**config.mk**
```make
export PLATFORM = sky130hd
export DESIGN_NAME = irq_sources
export DESIGN_NICKNAME = d
export VERILOG_FILES = /design/src/timer_overflow.v /design/src/context_store.v /design/src/irq_sources.v
export VERILOG_INCLUDE_DIRS = /design/src
export SDC_FILE = /design/constraint.sdc
export NUM_CORES = 1
export LEC_CHECK = 0
export BUFFER_PORTS_ARGS = -buffer_cell sky130_fd_sc_hd__buf_2
export CORE_MARGIN = 2
export CORE_UTILIZATION = 55
export DETAILED_ROUTE_END_ITERATION = 10
export GPL_TIMING_DRIVEN = 0
export PLACE_DENSITY = 0.72
export SYNTH_ARGS = -nofsm -noshare
export SYNTH_HDL_FRONTEND = slang
export SYNTH_HIERARCHICAL = 1
export SYNTH_SLANG_ARGS = --single-unit
```
**constraint.sdc**
```tcl
create_clock -name CLK -period 3.95 [get_ports CLK]
set_input_delay 0.395 -clock CLK [delete_from_list [all_inputs] [get_ports CLK]]
set_output_delay 0.395 -clock CLK [all_outputs]
set_load 0.05 [all_outputs]
```
**src/irq_src_defs.vh**
```
`ifndef IRQ_SRC_DEFS_VH
`define IRQ_SRC_DEFS_VH
// Register byte addresses
`define ADDR_CTRL_MAIN 8'h00
`define ADDR_CTRL_SECOND 8'h04
`define ADDR_CTRL_THIRD 8'h08
`define ADDR_RESET_CAUSE 8'h0C
`define ADDR_TIMER_CTRL 8'h10
`define ADDR_TIMER_LOW 8'h14
`define ADDR_TIMER_HIGH 8'h18
// Main control fields
`define MAIN_GIE 7
`define MAIN_GIEL 6
`define MAIN_TMR_EN 5
`define MAIN_EXT0_EN 4
`define MAIN_CHG_EN 3
`define MAIN_TMR_FLAG 2
`define MAIN_EXT0_FLAG 1
`define MAIN_CHG_FLAG 0
// Second control fields
`define SEC_EDGE0 6
`define SEC_EDGE3 3
`define SEC_TMR_PRIO 2
`define SEC_EXT3_PRIO 1
`define SEC_CHG_PRIO 0
// Third control fields
`define THR_EXT2_PRIO 7
`define THR_EXT1_PRIO 6
`define THR_EN_LSB 3
`define THR_FLAG_LSB 0
// Reset cause fields
`define RC_PRIO_EN 7
`define RC_RI 4
`define RC_TO 3
`define RC_PD 2
`define RC_POR 1
`define RC_BOR 0
// Timer control fields
`define TC_RUN 7
`define TC_MODE8 6
// Reset values
`define RST_CTRL_MAIN 8'h00
`define RST_CTRL_SECOND 8'h7F
`define RST_CTRL_THIRD 8'hC0
`define RST_RESET_CAUSE 8'h1C
`define RST_TIMER_CTRL 8'h40
// Context store sizes
`define PC_WIDTH 21
`define STACK_DEPTH 31
`define SP_WIDTH 5
`define SP_FULL 5'h1F
`endif

```
**src/timer_overflow.v**
```verilog
`timescale 1ns/10ps
`include "irq_src_defs.vh"
// Free-running 8/16-bit counter with one-cycle overflow pulse
module timer_overflow (
    // Clock and reset
    input wire clk,
    input wire resetn,
    // Control
    input wire run,
    input wire mode8,
    input wire wr_low,
    input wire wr_high,
    input wire [7:0] wdata,
    // Status
    output reg [15:0] count_q,
    output reg ovf_q
);
    // Counting and rollover detection
    always @(posedge clk or negedge resetn) begin
        if (!resetn) begin
            count_q <= 16'h0000;
            ovf_q <= 1'b0;
        end else begin
            ovf_q <= 1'b0;
            if (wr_low) begin
                count_q[7:0] <= wdata;
            end else if (wr_high) begin
                count_q[15:8] <= wdata;
            end else if (run) begin
                if (mode8) begin
                    count_q[7:0] <= count_q[7:0] + 8'h01;
                    ovf_q <= (count_q[7:0] == 8'hFF);
                end else begin
                    count_q <= count_q + 16'h0001;
                    ovf_q <= (count_q == 16'hFFFF);
                end
            end
        end
    end
endmodule // timer_overflow

```
**src/context_store.v**
```verilog
`timescale 1ns/10ps
`include "irq_src_defs.vh"
// Return address stack plus fast-return shadow registers
module context_store (
    // Clock and reset
    input wire clk,
    input wire resetn,
    // Entry and return
    input wire push,
    input wire pop,
    input wire [`PC_WIDTH-1:0] pc_in,
    input wire [7:0] working_register_in,
    input wire [7:0] status_in,
    input wire [7:0] bsr_in,
    // Registered outputs
    output reg [`PC_WIDTH-1:0] pc_out_q,
    output reg [7:0] working_register_q,
    output reg [7:0] status_q,
    output reg [7:0] bsr_q,
    output reg full_q
);
    reg [`PC_WIDTH-1:0] mem [0:`STACK_DEPTH-1];
    reg [`SP_WIDTH-1:0] sp_q;
    // Memory write on push
    always @(posedge clk) begin
        if (push && sp_q != `SP_FULL) begin
            mem[sp_q] <= pc_in;
        end
    end
    // Pointer, read register and shadow copies
    always @(posedge clk or negedge resetn) begin
        if (!resetn) begin
            sp_q <= 5'h00;
            pc_out_q <= 21'h000000;
            working_register_q <= 8'h00;
            status_q <= 8'h00;
            bsr_q <= 8'h00;
            full_q <= 1'b0;
        end else if (push) begin
            if (sp_q != `SP_FULL) begin
                sp_q <= sp_q + 5'h01;
            end
            full_q <= (sp_q >= `SP_FULL - 5'h01);
            working_register_q <= working_register_in;
            status_q <= status_in;
            bsr_q <= bsr_in;
        end else if (pop && sp_q != 5'h00) begin
            sp_q <= sp_q - 5'h01;
            pc_out_q <= mem[sp_q - 5'h01];
            full_q <= 1'b0;
        end
    end
endmodule // context_store

```
**src/irq_sources.v**
```verilog
// The Avalon-MM interface to the registers and the register offsets were decided locally.
`timescale 1ns/10ps
`include "irq_src_defs.vh"
module irq_sources (
    // Clock and reset
    input wire CLK,
    input wire RESETN,
    // Avalon-MM slave
    input wire [7:0] AVS_ADDRESS,
    input wire AVS_READ,
    input wire AVS_WRITE,
    input wire [31:0] AVS_WRITEDATA,
    input wire [3:0] AVS_BYTEENABLE,
    output reg [31:0] AVS_READDATA,
    output reg AVS_WAITREQUEST,
    // External interrupt and change pins
    input wire [3:0] EXT_PIN,
    input wire [3:0] CHANGE_PIN,
    // Reset cause events from the core
    input wire RESET_INSTR_EVT,
    input wire WDT_TIMEOUT_EVT,
    input wire SLEEP_EVT,
    input wire WDT_CLEAR_EVT,
    input wire BROWNOUT_EVT,
    // Core handshake
    input wire CORE_ASLEEP,
    input wire CORE_ENTRY,
    input wire CORE_ENTRY_HIGH,
    input wire CORE_FAST_RETURN,
    input wire [20:0] CORE_PC,
    input wire [7:0] CORE_WORKING_REGISTER,
    input wire [7:0] CORE_STATUS,
    input wire [7:0] CORE_BSR,
    // Requests to the core
    output reg IRQ_HIGH,
    output reg IRQ_LOW,
    output reg WAKE,
    // Context restore values
    output wire [20:0] RETURN_PC,
    output wire [7:0] SHADOW_WORKING_REGISTER,
    output wire [7:0] SHADOW_STATUS,
    output wire [7:0] SHADOW_BSR,
    output wire STACK_FULL
);
    reg [7:0] main_q, main_d;
    reg [7:0] second_q;
    reg [7:0] third_q, third_d;
    reg [7:0] cause_q, cause_d;
    reg [7:0] tctrl_q;
    reg [3:0] ext_prev_q;
    reg [3:0] chg_prev_q;
    reg [3:0] ext_edge;
    reg [3:0] ext_flag;
    reg [3:0] ext_en;
    reg [3:0] ext_prio;
    reg [31:0] rdata;
    wire req_ok;
    wire wr_ok;
    wire [15:0] tcount;
    wire tovf;
    wire chg_event;
    wire tmr_req;
    wire chg_req;
    wire [3:0] ext_req;
    reg any_high, any_low;
    integer i;
    integer j;
    integer k;

    // Byte write to the low lane of a matched register
    function wr_hit;
        input [7:0] addr;
        input [7:0] target;
        input wr;
        input be0;
        begin
            wr_hit = wr & be0 & (addr == target);
        end
    endfunction

    // Edge detector honouring the edge select
    function edge_seen;
        input prev;
        input cur;
        input rising;
        begin
            edge_seen = rising ? (~prev & cur) : (prev & ~cur);
        end
    endfunction

    // Bus access completes when waitrequest is low
    assign req_ok = (AVS_READ | AVS_WRITE) & ~AVS_WAITREQUEST;
    assign wr_ok = AVS_WRITE & ~AVS_WAITREQUEST;

    // Timer instance
    timer_overflow u_timer (
        .clk(CLK),
        .resetn(RESETN),
        .run(tctrl_q[`TC_RUN]),
        .mode8(tctrl_q[`TC_MODE8]),
        .wr_low(wr_hit(AVS_ADDRESS, `ADDR_TIMER_LOW, wr_ok,
            AVS_BYTEENABLE[0])),
        .wr_high(wr_hit(AVS_ADDRESS, `ADDR_TIMER_HIGH, wr_ok,
            AVS_BYTEENABLE[0])),
        .wdata(AVS_WRITEDATA[7:0]),
        .count_q(tcount),
        .ovf_q(tovf)
    );

    // Context store instance
    context_store u_ctx (
        .clk(CLK),
        .resetn(RESETN),
        .push(CORE_ENTRY),
        .pop(CORE_FAST_RETURN),
        .pc_in(CORE_PC),
        .working_register_in(CORE_WORKING_REGISTER),
        .status_in(CORE_STATUS),
        .bsr_in(CORE_BSR),
        .pc_out_q(RETURN_PC),
        .working_register_q(SHADOW_WORKING_REGISTER),
        .status_q(SHADOW_STATUS),
        .bsr_q(SHADOW_BSR),
        .full_q(STACK_FULL)
    );

    // External pin edges, per-pin flag, enable and priority
    always @* begin
        ext_flag = {third_q[2:0], main_q[`MAIN_EXT0_FLAG]};
        ext_en = {third_q[5:3], main_q[`MAIN_EXT0_EN]};
        ext_prio = {second_q[`SEC_EXT3_PRIO], third_q[`THR_EXT2_PRIO],
            third_q[`THR_EXT1_PRIO], 1'b1};
        for (i = 0; i < 4; i = i + 1) begin
            ext_edge[i] = edge_seen(ext_prev_q[i], EXT_PIN[i],
                second_q[`SEC_EDGE0 - i]);
        end
    end

    // Any change on upper port pins
    assign chg_event = |(chg_prev_q ^ CHANGE_PIN);

    // Flag and enable form each request
    assign ext_req = ext_flag & ext_en;
    assign tmr_req = main_q[`MAIN_TMR_FLAG] & main_q[`MAIN_TMR_EN];
    assign chg_req = main_q[`MAIN_CHG_FLAG] & main_q[`MAIN_CHG_EN];

    always @* begin
        any_high = ext_req[0];
        any_low = 1'b0;
        for (j = 1; j < 4; j = j + 1) begin
            if (ext_prio[j]) begin
                any_high = any_high | ext_req[j];
            end else begin
                any_low = any_low | ext_req[j];
            end
        end
        if (second_q[`SEC_TMR_PRIO]) begin
            any_high = any_high | tmr_req;
        end else begin
            any_low = any_low | tmr_req;
        end
        if (second_q[`SEC_CHG_PRIO]) begin
            any_high = any_high | chg_req;
        end else begin
            any_low = any_low | chg_req;
        end
    end

    // Next main control: events set, software writes, set wins
    always @* begin
        main_d = main_q;
        if (wr_hit(AVS_ADDRESS, `ADDR_CTRL_MAIN, wr_ok,
            AVS_BYTEENABLE[0])) begin
            main_d = AVS_WRITEDATA[7:0];
        end
        // Entry masks further requests of that level
        if (CORE_ENTRY) begin
            if (CORE_ENTRY_HIGH || !cause_q[`RC_PRIO_EN]) begin
                main_d[`MAIN_GIE] = 1'b0;
            end else begin
                main_d[`MAIN_GIEL] = 1'b0;
            end
        end
        if (ext_edge[0]) begin
            main_d[`MAIN_EXT0_FLAG] = 1'b1;
        end
        if (tovf) begin
            main_d[`MAIN_TMR_FLAG] = 1'b1;
        end
        if (chg_event) begin
            main_d[`MAIN_CHG_FLAG] = 1'b1;
        end
    end

    // Next third control: flags of externals 1 to 3
    always @* begin
        third_d = third_q;
        if (wr_hit(AVS_ADDRESS, `ADDR_CTRL_THIRD, wr_ok,
            AVS_BYTEENABLE[0])) begin
            third_d = AVS_WRITEDATA[7:0];
        end
        // Edge sets flag, wins over clear
        for (k = 1; k < 4; k = k + 1) begin
            if (ext_edge[k]) begin
                third_d[`THR_FLAG_LSB + k - 1] = 1'b1;
            end
        end
    end

    // Next reset cause: software writes, hardware events win
    always @* begin
        cause_d = cause_q;
        if (wr_hit(AVS_ADDRESS, `ADDR_RESET_CAUSE, wr_ok,
            AVS_BYTEENABLE[0])) begin
            cause_d[`RC_PRIO_EN] = AVS_WRITEDATA[`RC_PRIO_EN];
            cause_d[`RC_RI] = AVS_WRITEDATA[`RC_RI];
            cause_d[`RC_POR] = AVS_WRITEDATA[`RC_POR];
            cause_d[`RC_BOR] = AVS_WRITEDATA[`RC_BOR];
        end
        // Reset cause flags from core events
        if (RESET_INSTR_EVT) begin
            cause_d[`RC_RI] = 1'b0;
        end
        if (WDT_CLEAR_EVT) begin
            cause_d[`RC_TO] = 1'b1;
            cause_d[`RC_PD] = 1'b1;
        end
        if (SLEEP_EVT) begin
            cause_d[`RC_TO] = 1'b1;
            cause_d[`RC_PD] = 1'b0;
        end
        if (WDT_TIMEOUT_EVT) begin
            cause_d[`RC_TO] = 1'b0;
        end
        if (BROWNOUT_EVT) begin
            cause_d[`RC_BOR] = 1'b0;
        end
        cause_d[6:5] = 2'b00;
    end

    // Read mux, unmapped addresses read zero
    always @* begin
        rdata = 32'h00000000;
        case (AVS_ADDRESS)
            `ADDR_CTRL_MAIN: rdata[7:0] = main_q;
            `ADDR_CTRL_SECOND: rdata[7:0] = second_q;
            `ADDR_CTRL_THIRD: rdata[7:0] = third_q;
            `ADDR_RESET_CAUSE: rdata[7:0] = cause_q & 8'h9F;
            `ADDR_TIMER_CTRL: rdata[7:0] = tctrl_q;
            `ADDR_TIMER_LOW: rdata[7:0] = tcount[7:0];
            `ADDR_TIMER_HIGH: rdata[7:0] = tcount[15:8];
            default: rdata = 32'h00000000;
        endcase
    end

    // Register state and pin history
    always @(posedge CLK or negedge RESETN) begin
        if (!RESETN) begin
            main_q <= `RST_CTRL_MAIN;
            second_q <= `RST_CTRL_SECOND;
            third_q <= `RST_CTRL_THIRD;
            cause_q <= `RST_RESET_CAUSE;
            tctrl_q <= `RST_TIMER_CTRL;
            ext_prev_q <= 4'h0;
            chg_prev_q <= 4'h0;
        end else begin
            main_q <= main_d;
            third_q <= third_d;
            cause_q <= cause_d;
            if (wr_hit(AVS_ADDRESS, `ADDR_CTRL_SECOND, wr_ok,
                AVS_BYTEENABLE[0])) begin
                second_q <= AVS_WRITEDATA[7:0] & 8'h7F;
            end
            if (wr_hit(AVS_ADDRESS, `ADDR_TIMER_CTRL, wr_ok,
                AVS_BYTEENABLE[0])) begin
                tctrl_q <= AVS_WRITEDATA[7:0] & 8'hC0;
            end
            ext_prev_q <= EXT_PIN;
            chg_prev_q <= CHANGE_PIN;
        end
    end

    // Avalon handshake: one wait cycle, data registered
    always @(posedge CLK or negedge RESETN) begin
        if (!RESETN) begin
            AVS_WAITREQUEST <= 1'b1;
            AVS_READDATA <= 32'h00000000;
        end else begin
            if ((AVS_READ | AVS_WRITE) && AVS_WAITREQUEST) begin
                AVS_WAITREQUEST <= 1'b0;
                AVS_READDATA <= rdata;
            end else begin
                AVS_WAITREQUEST <= 1'b1;
            end
        end
    end

    // Core request outputs
    always @(posedge CLK or negedge RESETN) begin
        if (!RESETN) begin
            IRQ_HIGH <= 1'b0;
            IRQ_LOW <= 1'b0;
            WAKE <= 1'b0;
        end else begin
            // Any enabled external, timer or change flag wakes a sleeping core
            WAKE <= CORE_ASLEEP & (|ext_req | tmr_req | chg_req);
            if (cause_q[`RC_PRIO_EN]) begin
                IRQ_HIGH <= main_q[`MAIN_GIE] & any_high;
                IRQ_LOW <= main_q[`MAIN_GIE] & main_q[`MAIN_GIEL]
                    & any_low;
            end else begin
                IRQ_HIGH <= main_q[`MAIN_GIE] & (any_high | any_low);
                IRQ_LOW <= 1'b0;
            end
        end
    end
endmodule // irq_sources

```
==> results of run 1 <==
[cells by family after synthesis]
family | Yosys count | synth area share
AO/OA/AOI/OAI | 228 | 0.0485
XOR/XNOR | 17 | 0.00478
adder cells (fa/ha/maj) | 7 | 0.00281
buffers and inverters | 137 | 0.0220
flip-flops | 770 | 0.724
multiplexers | 236 | 0.138
other | 1 | 0.000120
AND/OR/NAND/NOR | 344 | 0.0596
[cell type report]
| cell class | count | area, µm² |
|---|---|---|
| multi-input cells | 856 | 8370 |
| clock buffers | 96 | 2100 |
| fillers | 3848 | 19400 |
| repair buffers | 197 | 1590 |
| clock inverters | 47 | 470 |
| flip-flops and latches | 770 | 22500 |
| well taps | 756 | 946 |
| diodes | 3 | 7.51 |
| inverters | 8 | 30.0 |
| plain buffers | 129 | 719 |
[per-layer routing]
metal | GRT usage | vias to the layer above | wire length, µm
li1 | - | 7601 | -
met1 | 0.376 | 9284 | 31000
met2 | 0.431 | 852 | 38000
met3 | 0.0505 | 167 | 6370
met4 | 0.0866 | 6 | 2400
met5 | 0 | - | 41
[registers in the layout, summed over array words and instances (netlist names), 2 cells and up]
register / flops
u_ctx/mem: 651
u_ctx/pc_out_q: 21
u_timer/count_q: 16
AVS_READDATA: 8
main_q: 8
third_q: 8
u_ctx/bsr_q: 8
u_ctx/status_q: 8
u_ctx/working_register_q: 8
second_q: 7
cause_q: 6
u_ctx/sp_q: 5
chg_prev_q: 4
ext_prev_q: 4
tctrl_q: 2
[stage by stage]
step            util   TNS (ns)  setup slack, ns  cell area, µm²  power [W]
2_1_floorplan      -          0            0.644           31200     0.0155
3_3_place_gp   0.585    -213.57            -1.34           32900     0.0182
3_5_place_dp   0.597     -27.24            -1.40           33600     0.0185
4_1_cts        0.654          0           0.0345           36700     0.0263
5_1_grt        0.655  -0.000100        -0.000100           36800     0.0272
6_report       0.655          0            0.132           36800     0.0263
[worst paths after layout]
check / slack, ns / cells past startpoint / end
hold / removal: 0.03 / 2 / u_ctx/status_q[3]
setup reg to reg: 0.13 / 13 / u_ctx/pc_out_q[3]
max in group asynchronous: 2.93 / 3 / second_q[3]
min in group asynchronous: 0.26 / 2 / u_timer/count_q[5]
setup / recovery: 0.13 / 13 / u_ctx/pc_out_q[3]
hold reg to reg: 0.47 / 1 / main_q[2]
[placed cells by master (no fill, tap or decap), drive strengths merged, types with 10 or more instances in the layout]
cell         instances
edfxtp             651
buf                238
clkbuf             156
mux4               150
dfrtp              105
nor2                80
o21ai               75
nand3               60
nand2               51
mux2                49
mux2i               37
a21oi               32
nor4                31
clkinv              31
nor2b               29
nor3                29
dlygate4sd3         28
o22ai               27
nand4               26
a21boi              24
a221o               24
conb                24
dfstp               14
inv                 12
xor2                10
[what timing repair did]
action,in CTS,in global routing
endpoints found under the setup margin,22,21
resized for setup,67,22
endpoints found under the hold margin,67,0
hold buffers,28,0
gates cloned,0,0
pin swaps,4,4
[power by group through the flow]
| stage | Sequential [W] | Clock (W) | Combinational (W) |
|---|---|---|---|
| floorplan | 0.0102 | 0 | 0.00530 |
| global placement | 0.00988 | 0 | 0.00834 |
| detailed placement | 0.00988 | 0 | 0.00859 |
| CTS | 0.00971 | 0.00754 | 0.00904 |
| global route | 0.00976 | 0.00785 | 0.00961 |
| finish | 0.00973 | 0.00744 | 0.00914 |
==> impl_metrics.json, run 1 <==
{
  "worst_setup_path_end_kind": "register",
  "grt_remaining_overflow": 0,
  "synth-edff-count": 651,
  "gp_congestion": 1.02,
  "die-area_mm2": 0.0585,
  "path_buf_inv": 7,
  "period_needed_ns": 3.82,
  "grt_start_max_net_pins": 80,
  "fin_hold_ws_ns": 0.0254,
  "worst_setup_path_start_kind": "register",
  "finClkSkew_ns": 0.0207,
  "p_int_w": 0.0173,
  "grt.total_usage": 0.268,
  "cts_sinks": 770,
  "status": "complete, no violations",
  "yosysMostFrequentCell": "edfxtp_1",
  "cp_cell_sequence": "buf_2, buf_6, buf_6, buf_4, inv_1, ha_1, clkbuf_4, buf_4, mux4_2, nand3_1, a21oi_1, nor4_4, nor3_1",
  "leakage_nw": 12.5,
  "numCtsBuffers": 79,
  "clock_latency_ns": 0.62,
  "tritoncts": "yes",
  "p_sw_frac": 0.341,
  "placedCellCount": 2688,
  "p_comb_frac": 0.347,
  "cpMaxStageDelayCell": "nor4_4",
  "dp.final_hpwl_um": 51200,
  "post-cts-setup-buffer-count": 0,
  "io_buffer_count": 137,
  "grt_pass1_wl_um": 115000,
  "hold_viol_final": 0,
  "stdcell_count": 2862,
  "syn_inst": 1740,
  "root_buffer": "clkbuf_16",
  "path_class": "register to register",
  "yosysSeqAreaShare": 0.724,
  "fmax_mhz": 262,
  "start_util": 0.554,
  "io_pins": 192,
  "min_from": "CORE_STATUS[3]",
  "tightest_slew_ns": 0.919,
  "clk_path_buf_depth": 3,
  "final_max_slew_viol_count": 0,
  "dieWidth_um": 242,
  "post-route-drc-count": 0,
  "htree_levels": 3,
  "die_h_um": 242,
  "crit_path_max_incr_delay_ns": 0.53,
  "synthesis.yosys.warnings": 6,
  "critPathLaunch": "u_ctx/sp_q[0]",
  "netlist.top_cell.by_area": "edfxtp_1",
  "relSlewSlack": 0.382,
  "drt_iter0_markers": 2086,
  "grt_antenna_before_repair": 3,
  "synthArstFlopShare": 0.155,
  "finalSetupViolations": 0,
  "clkTransAtPathRegs_ns": 0.06,
  "irDropWorstVdd_mv": 0.524,
  "core_mm2": 0.0562,
  "ys_top_cells_by_area": "edfxtp_1 (63%), mux4_2 (11%), dfrtp_1 (8.4%), mux2_2 (1.8%), o21ai_0 (1.2%)",
  "synth_seq_cells": 770,
  "ant_nets": 0,
  "syn_area_per_cell_um2": 17.9,
  "p_per_area_mw_per_mm2": 715,
  "cp_max_fo": 10,
  "yosys.area.top_type_share": 0.628,
  "grt_pass1_vias": 17800,
  "r2r_start": "u_ctx/sp_q[0]",
  "synth_flop_cell": "edfxtp_1",
  "rows": 87,
  "crit_family": "buffers and inverters",
  "hold_path.class": "input pin to register",
  "drtPass1Iterations": 5,
  "maxCapViolations": 0,
  "p_clk_frac": 0.283,
  "nets": 2158,
  "area_growth_pct": 18.1,
  "netlist-cell-type-count": 68,
  "cp.arrival_ns": 4.30,
  "power_frac_seq": 0.370,
  "vias": 17900,
  "drive_above_1_share": 0.313,
  "syn_area_mm2": 0.0311,
  "postRouteWirelength_um": 77800,
  "yosys-top-cells-count": "edfxtp_1 (651), mux4_2 (150), dfrtp_1 (105), nor2_1 (80), o21ai_0 (75)",
  "switchingPower_w": 0.00898,
  "finalCritPeriodShare": 0.967,
  "required_ns": 4.43,
  "vias_per_cell": 6.26,
  "wl_per_cell_um": 27.2
}
No activity file was read; power rests on OpenSTA's default activity.
==> run 2, diff against run 1 <==
CORE_UTILIZATION = 61   (was 55)
PLACE_DENSITY = 0.79   (was 0.72)
==> run 2 against run 1 <==
  * Fmax shrank 0.49%
  * Flip-flop and latch count is the same
  * Wire length grew 4.1%
  * Die area shrank 9.7%
  * Core utilization grew 7.9 points
  * Register-to-register slack lost 0.02 ns
  * Critical path type unchanged
  * Critical endpoint is now u_ctx/pc_out_q[4]
==> impl_metrics.json, run 2 (synthesized netlist as in run 1, its figures left out) <==
{
  "grt_start_max_net_pins": 95,
  "status": "complete, no violations",
  "drt_iter0_markers": 2359,
  "rsz0062_at_grt": "no",
  "worst_setup_path_end_kind": "register",
  "p_comb_frac": 0.348,
  "die_h_um": 230,
  "regMostFlops": "u_ctx/mem",
  "irDropWorstVdd_mv": 0.611,
  "fmax_mhz": 261,
  "stdcell_count": 2782,
  "fin_hold_ws_ns": 0.0387,
  "dp.final_hpwl_um": 51100,
  "path_class": "register to register",
  "cp_max_fo": 10,
  "r2r_slack_ns": 0.11,
  "drtPass1Iterations": 7,
  "path_buf_inv": 7,
  "io_buffer_count": 137,
  "area_growth_pct": 18.6,
  "post-route-drc-count": 0,
  "power_frac_seq": 0.363,
  "core_mm2": 0.0503,
  "final_max_slew_viol_count": 0,
  "period_needed_ns": 3.84,
  "maxCapViolations": 0,
  "ant_nets": 0,
  "leakage_nw": 12.6,
  "wl_per_cell_um": 29.1,
  "holdPathStages": 2,
  "grt_remaining_overflow": 0,
  "largest_reg_flops": 651,
  "start_util": 0.619,
  "cp_cell_sequence": "buf_2, buf_6, buf_6, buf_4, inv_1, ha_1, buf_2, clkbuf_4, mux4_2, nand3_1, a21oi_1, nor4_4, nor3_1",
  "rr_worst_depth": 13,
  "hold_viol_final": 0,
  "r2r_start": "u_ctx/sp_q[0]",
  "drive_above_1_share": 0.313,
  "layout_common_cells": "edfxtp_1 (651), buf_2 (168), mux4_2 (150)",
  "clk_path_buf_depth": 3,
  "power_w": 0.0268,
  "cts_sinks": 770,
  "placed_cell_area_mm2": 0.0335,
  "min_to": "u_ctx/status_q[3]",
  "finalCritPeriodShare": 0.971,
  "numCtsBuffers": 76,
  "relSlewSlack": 0.309,
  "p_clk_frac": 0.288,
  "gp_congestion": 0.999,
  "die-area_mm2": 0.0529,
  "vias_per_cell": 6.67,
  "final_common_cell": "edfxtp_1",
  "crit_path_max_incr_delay_ns": 0.54,
  "post-cts-setup-buffer-count": 0,
  "worst_setup_path_start_kind": "register",
  "rows": 82,
  "io_pins": 192,
  "p_sw_frac": 0.341,
  "vias": 18500,
  "tritoncts": "yes",
  "placedCellCount": 2604,
  "design_area_mm2": 0.0369,
  "htree_levels": 3,
  "min_from": "CORE_STATUS[3]",
  "clkTransAtPathRegs_ns": 0.06,
  "tightest_slew_ns": 1.03,
  "grt_pass1_vias": 19000,
  "cp.arrival_ns": 4.32,
  "grt_antenna_before_repair": 1,
  "dieWidth_um": 230,
  "crit_family": "buffers and inverters",
  "required_ns": 4.44,
  "finalSetupViolations": 0,
  "r2r-end": "u_ctx/pc_out_q[4]",
  "postRouteWirelength_um": 81000,
  "finClkSkew_ns": 0.0281,
  "grt_pass1_wl_um": 120000,
  "hold_path.class": "input pin to register",
  "p_int_w": 0.0177,
  "nets": 2163,
  "switchingPower_w": 0.00914,
  "reg_top3": "u_ctx/mem x651, u_ctx/pc_out_q x21, u_timer/count_q x16",
  "grt.total_usage": 0.312,
  "fin_util": 0.734,
  "cpMaxStageDelayCell": "nor4_4",
  "fillCellCount": 2931,
  "p_per_area_mw_per_mm2": 726,
  "clock_latency_ns": 0.62,
  "root_buffer": "clkbuf_16"
}
==> run 2: changes by cell type in the layout (fill, tap and decap cells not counted), sizes merged <==
cell	change
clkinv	-9
dlygate4sd3	+8
bufinv	+6
clkinvlp	+3
inv	-2
buf	-1
diode	-1
==> run 2: final cells by class <==
cell class              count  area, µm²  area share
plain buffers             129        717      0.0194
flip-flops and latches    770      22500       0.611
multi-input cells         856       8370       0.227
clock buffers              95       2070      0.0560
well taps                 672        841      0.0228
repair buffers            205       1700      0.0459
inverters                   8       30.0    0.000813
clock inverters            45        641      0.0174
diodes                      2       5.00    0.000136
==> run 2: worst max path at each step <==
stage                        from                  to  slack, ns  cells past startpoint
floorplan           u_ctx/sp_q[0]   u_ctx/pc_out_q[1]       0.64                     12
global placement    u_ctx/sp_q[0]  u_ctx/pc_out_q[18]      -1.23                     13
detailed placement  u_ctx/sp_q[0]   u_ctx/pc_out_q[5]      -1.30                     12
CTS                 u_ctx/sp_q[0]  u_ctx/pc_out_q[14]      0.005                     12
global route        u_ctx/sp_q[0]  u_ctx/pc_out_q[11]       0.04                     12
finish              u_ctx/sp_q[0]   u_ctx/pc_out_q[4]       0.11                     13
==> run 2: metrics by stage <==
| stage | worst slack [ns] | TNS, ns |
|---|---|---|
| final | 0.114 | 0 |
| after CTS | 0.00475 | 0 |
| after floorplan | 0.644 | 0 |
| after global routing | 0.0389 | 0 |
| after detailed placement | -1.30 | -25.22 |
| after global placement | -1.23 | -148.14 |
==> run 2: power groups by stage <==
stage / logic, W / registers, W / clock network (W)
floorplan: 0.00530 / 0.0102 / 0
CTS: 0.00916 / 0.00972 / 0.00781
global placement: 0.00822 / 0.00985 / 0
finish: 0.00934 / 0.00974 / 0.00773
global route: 0.00971 / 0.00977 / 0.00814
detailed placement: 0.00861 / 0.00987 / 0
==> run 2: worst reg2reg max path, delay by kind of cell (launching register included) <==
kind                     cells  cell delay, ns
adder cells (fa/ha/maj)      1            0.38
AND/OR/NAND/NOR              3            0.77
flip-flops                   1            0.38
AO/OA/AOI/OAI                1            0.12
multiplexers                 1            0.35
buffers and inverters        7            1.69
==> run 2: layer usage <==
metal  vias up  track usage  routed length (µm)
li1       7620            -                   -
met1      9549        0.402               28900
met2      1128        0.516               40700
met3       246       0.0776                7960
met4         2        0.126                3420
met5         -            0                  15
==> run 2: timing repair <==
| action | CTS | global route |
|---|---|---|
| hold endpoints to repair | 59 | 0 |
| resized for setup | 71 | 17 |
| setup endpoints to repair | 22 | 21 |
| hold buffers | 36 | 0 |
| pin swaps | 4 | 4 |
==> run 3, diff against run 2 <==
MAX_ROUTING_LAYER = met4   (was default)
==> run 3 against run 2 <==
  * Clock skew rose by 0.0094 ns
  * Non-clock buffer count fell by 5
  * First-iteration DRC count fell by 5.6%
  * Clock power fell by 11%
  * Core utilization fell by 0.87 points
  * Register-to-register slack improved by 0.07 ns
  * Setup slack improved by 0.069 ns
  * Final cell count fell by 0.14%
  * Power fell by 3.9%
  * Final area fell by 1.2%
  * Critical endpoint is now u_ctx/pc_out_q[10]
  * Largest power group unchanged
==> impl_metrics.json, run 3 (synthesized netlist as in run 1, its figures left out) <==
{
  "layout_common_cells": "edfxtp_1 (651), buf_2 (167), mux4_2 (150)",
  "die_h_um": 230,
  "cp.arrival_ns": 4.29,
  "reg_top3": "u_ctx/mem x651, u_ctx/pc_out_q x21, u_timer/count_q x16",
  "ant_nets": 0,
  "r2r-end": "u_ctx/pc_out_q[10]",
  "htree_levels": 3,
  "vias": 18400,
  "tightest_slew_ns": 1.09,
  "seqCellArea_mm2": 0.0225,
  "post-route-drc-count": 0,
  "power_w": 0.0257,
  "rr_worst_depth": 11,
  "maxCapViolations": 0,
  "numCtsBuffers": 76,
  "tritoncts": "yes",
  "hold_viol_final": 0,
  "period_needed_ns": 3.77,
  "finalSetupViolations": 0,
  "postRouteWirelength_um": 79200,
  "worst_setup_path_start_kind": "register",
  "grt_pass1_vias": 18600,
  "io_buffer_count": 137,
  "final_common_cell": "edfxtp_1",
  "gp_congestion": 0.980,
  "r2r_start": "u_ctx/sp_q[0]",
  "root_buffer": "clkbuf_16",
  "largest_reg_flops": 651,
  "holdPathStages": 2,
  "status": "complete, no violations",
  "rows": 82,
  "cpMaxStageDelayCell": "nor4b_2",
  "worst_setup_path_end_kind": "register",
  "wl_per_cell_um": 28.5,
  "grt_remaining_overflow": 0,
  "crit_path_max_incr_delay_ns": 0.74,
  "min_from": "CORE_WORKING_REGISTER[4]",
  "relSlewSlack": 0.266,
  "clk_path_buf_depth": 3,
  "fillCellCount": 2959,
  "placed_cell_area_mm2": 0.0334,
  "stdcell_count": 2778,
  "min_to": "u_ctx/working_register_q[4]",
  "finalSetupTns_ns": 0,
  "p_per_area_mw_per_mm2": 706,
  "leakage_nw": 12.4,
  "cp_cell_sequence": "buf_2, buf_6, buf_6, inv_1, ha_1, nor4b_2, or2_2, a211o_1, clkbuf_1, o21ai_0, nor3_1",
  "cp_max_fo": 19,
  "core_mm2": 0.0503,
  "regMostFlops": "u_ctx/mem",
  "finalCritPeriodShare": 0.954,
  "grt_antenna_before_repair": 1,
  "path_buf_inv": 5,
  "hold_path.class": "input pin to register",
  "area_growth_pct": 17.2,
  "multiInputGateArea_mm2": 0.00836,
  "nets": 2158,
  "irDropWorstVdd_mv": 0.505,
  "dp.final_hpwl_um": 50800,
  "grt_start_max_net_pins": 100,
  "clock_latency_ns": 0.64,
  "path_class": "register to register",
  "cp_common_cell": "buf_6",
  "dieWidth_um": 230,
  "design_area_mm2": 0.0365,
  "r2r_slack_ns": 0.18,
  "vias_per_cell": 6.63,
  "final_max_slew_viol_count": 0,
  "drtPass1Iterations": 6,
  "placedCellCount": 2604,
  "crit_family": "simple AND/OR/NAND/NOR gates",
  "cts_sinks": 770,
  "drt_iter0_markers": 2226,
  "fin_util": 0.726,
  "required_ns": 4.48,
  "die-area_mm2": 0.0529,
  "start_util": 0.619,
  "grt.total_usage": 0.313,
  "grt_pass1_wl_um": 117000,
  "crit_cells": 11,
  "io_pins": 192,
  "drive_above_1_share": 0.304,
  "clkTransAtPathRegs_ns": 0.06,
  "fmax_mhz": 265,
  "finClkSkew_ns": 0.0375,
  "rsz0062_at_grt": "no"
}
==> run 3: cell count changes in the layout (fill, tap and decap cells not counted), moves of 4 or more <==
cell	previous run	this run
dlygate4sd3_1	36	32
clkinv_1	7	13
bufinv_16	15	2
clkbuf_8	3	7
clkinv_2	12	8
clkbuf_1	52	63
clkinvlp_4	6	2
==> run 3: repair_timing <==
item	in CTS	in global routing
buffers inserted	0	0
hold buffers	32	0
endpoints found under the hold margin	62	0
pin swaps	5	3
setup endpoints to repair	22	21
resized for setup	70	4
==> run 3: worst max path at each step <==
stage	from	end	slack (ns)
after floorplan	u_ctx/sp_q[0]	u_ctx/pc_out_q[1]	0.64
after global placement	u_ctx/sp_q[0]	u_ctx/pc_out_q[17]	-1.34
after detailed placement	u_ctx/sp_q[0]	u_ctx/pc_out_q[17]	-1.39
after CTS	u_ctx/sp_q[0]	u_ctx/pc_out_q[17]	0.0005
after global routing	u_ctx/sp_q[0]	u_ctx/pc_out_q[17]	0.10
final	u_ctx/sp_q[0]	u_ctx/pc_out_q[10]	0.18
==> run 3: routing by layer <==
metal | part of all wire | global-route usage
met2 | 0.50 | 0.501
met4 | 0.038 | 0.124
met1 | 0.36 | 0.399
met3 | 0.095 | 0.0662
met5 | 0 | -
==> run 3: metrics by stage <==
step                hold slack (ns)  worst slack [ns]
floorplan                    0.0994             0.644
global placement              0.468             -1.34
detailed placement            0.259             -1.39
CTS                         0.00107          0.000527
global route                 0.0140             0.104
finish                       0.0332             0.183
==> run 3: area by class of cell <==
type / count / area share
diodes: 5 / 0.000343
plain buffers: 128 / 0.0194
clock buffers: 104 / 0.0569
clock inverters: 34 / 0.00796
inverters: 8 / 0.000823
multi-input cells: 856 / 0.229
flip-flops and latches: 770 / 0.618
well taps: 672 / 0.0231
repair buffers: 201 / 0.0444
==> run 3: report_power, final <==
| part | total (W) | switching [W] | internal [W] |
|---|---|---|---|
| clock | 0.00688 | 0.00303 | 0.00385 |
| combinational | 0.00912 | 0.00563 | 0.00349 |
| sequential | 0.00974 | 0.000310 | 0.00943 |
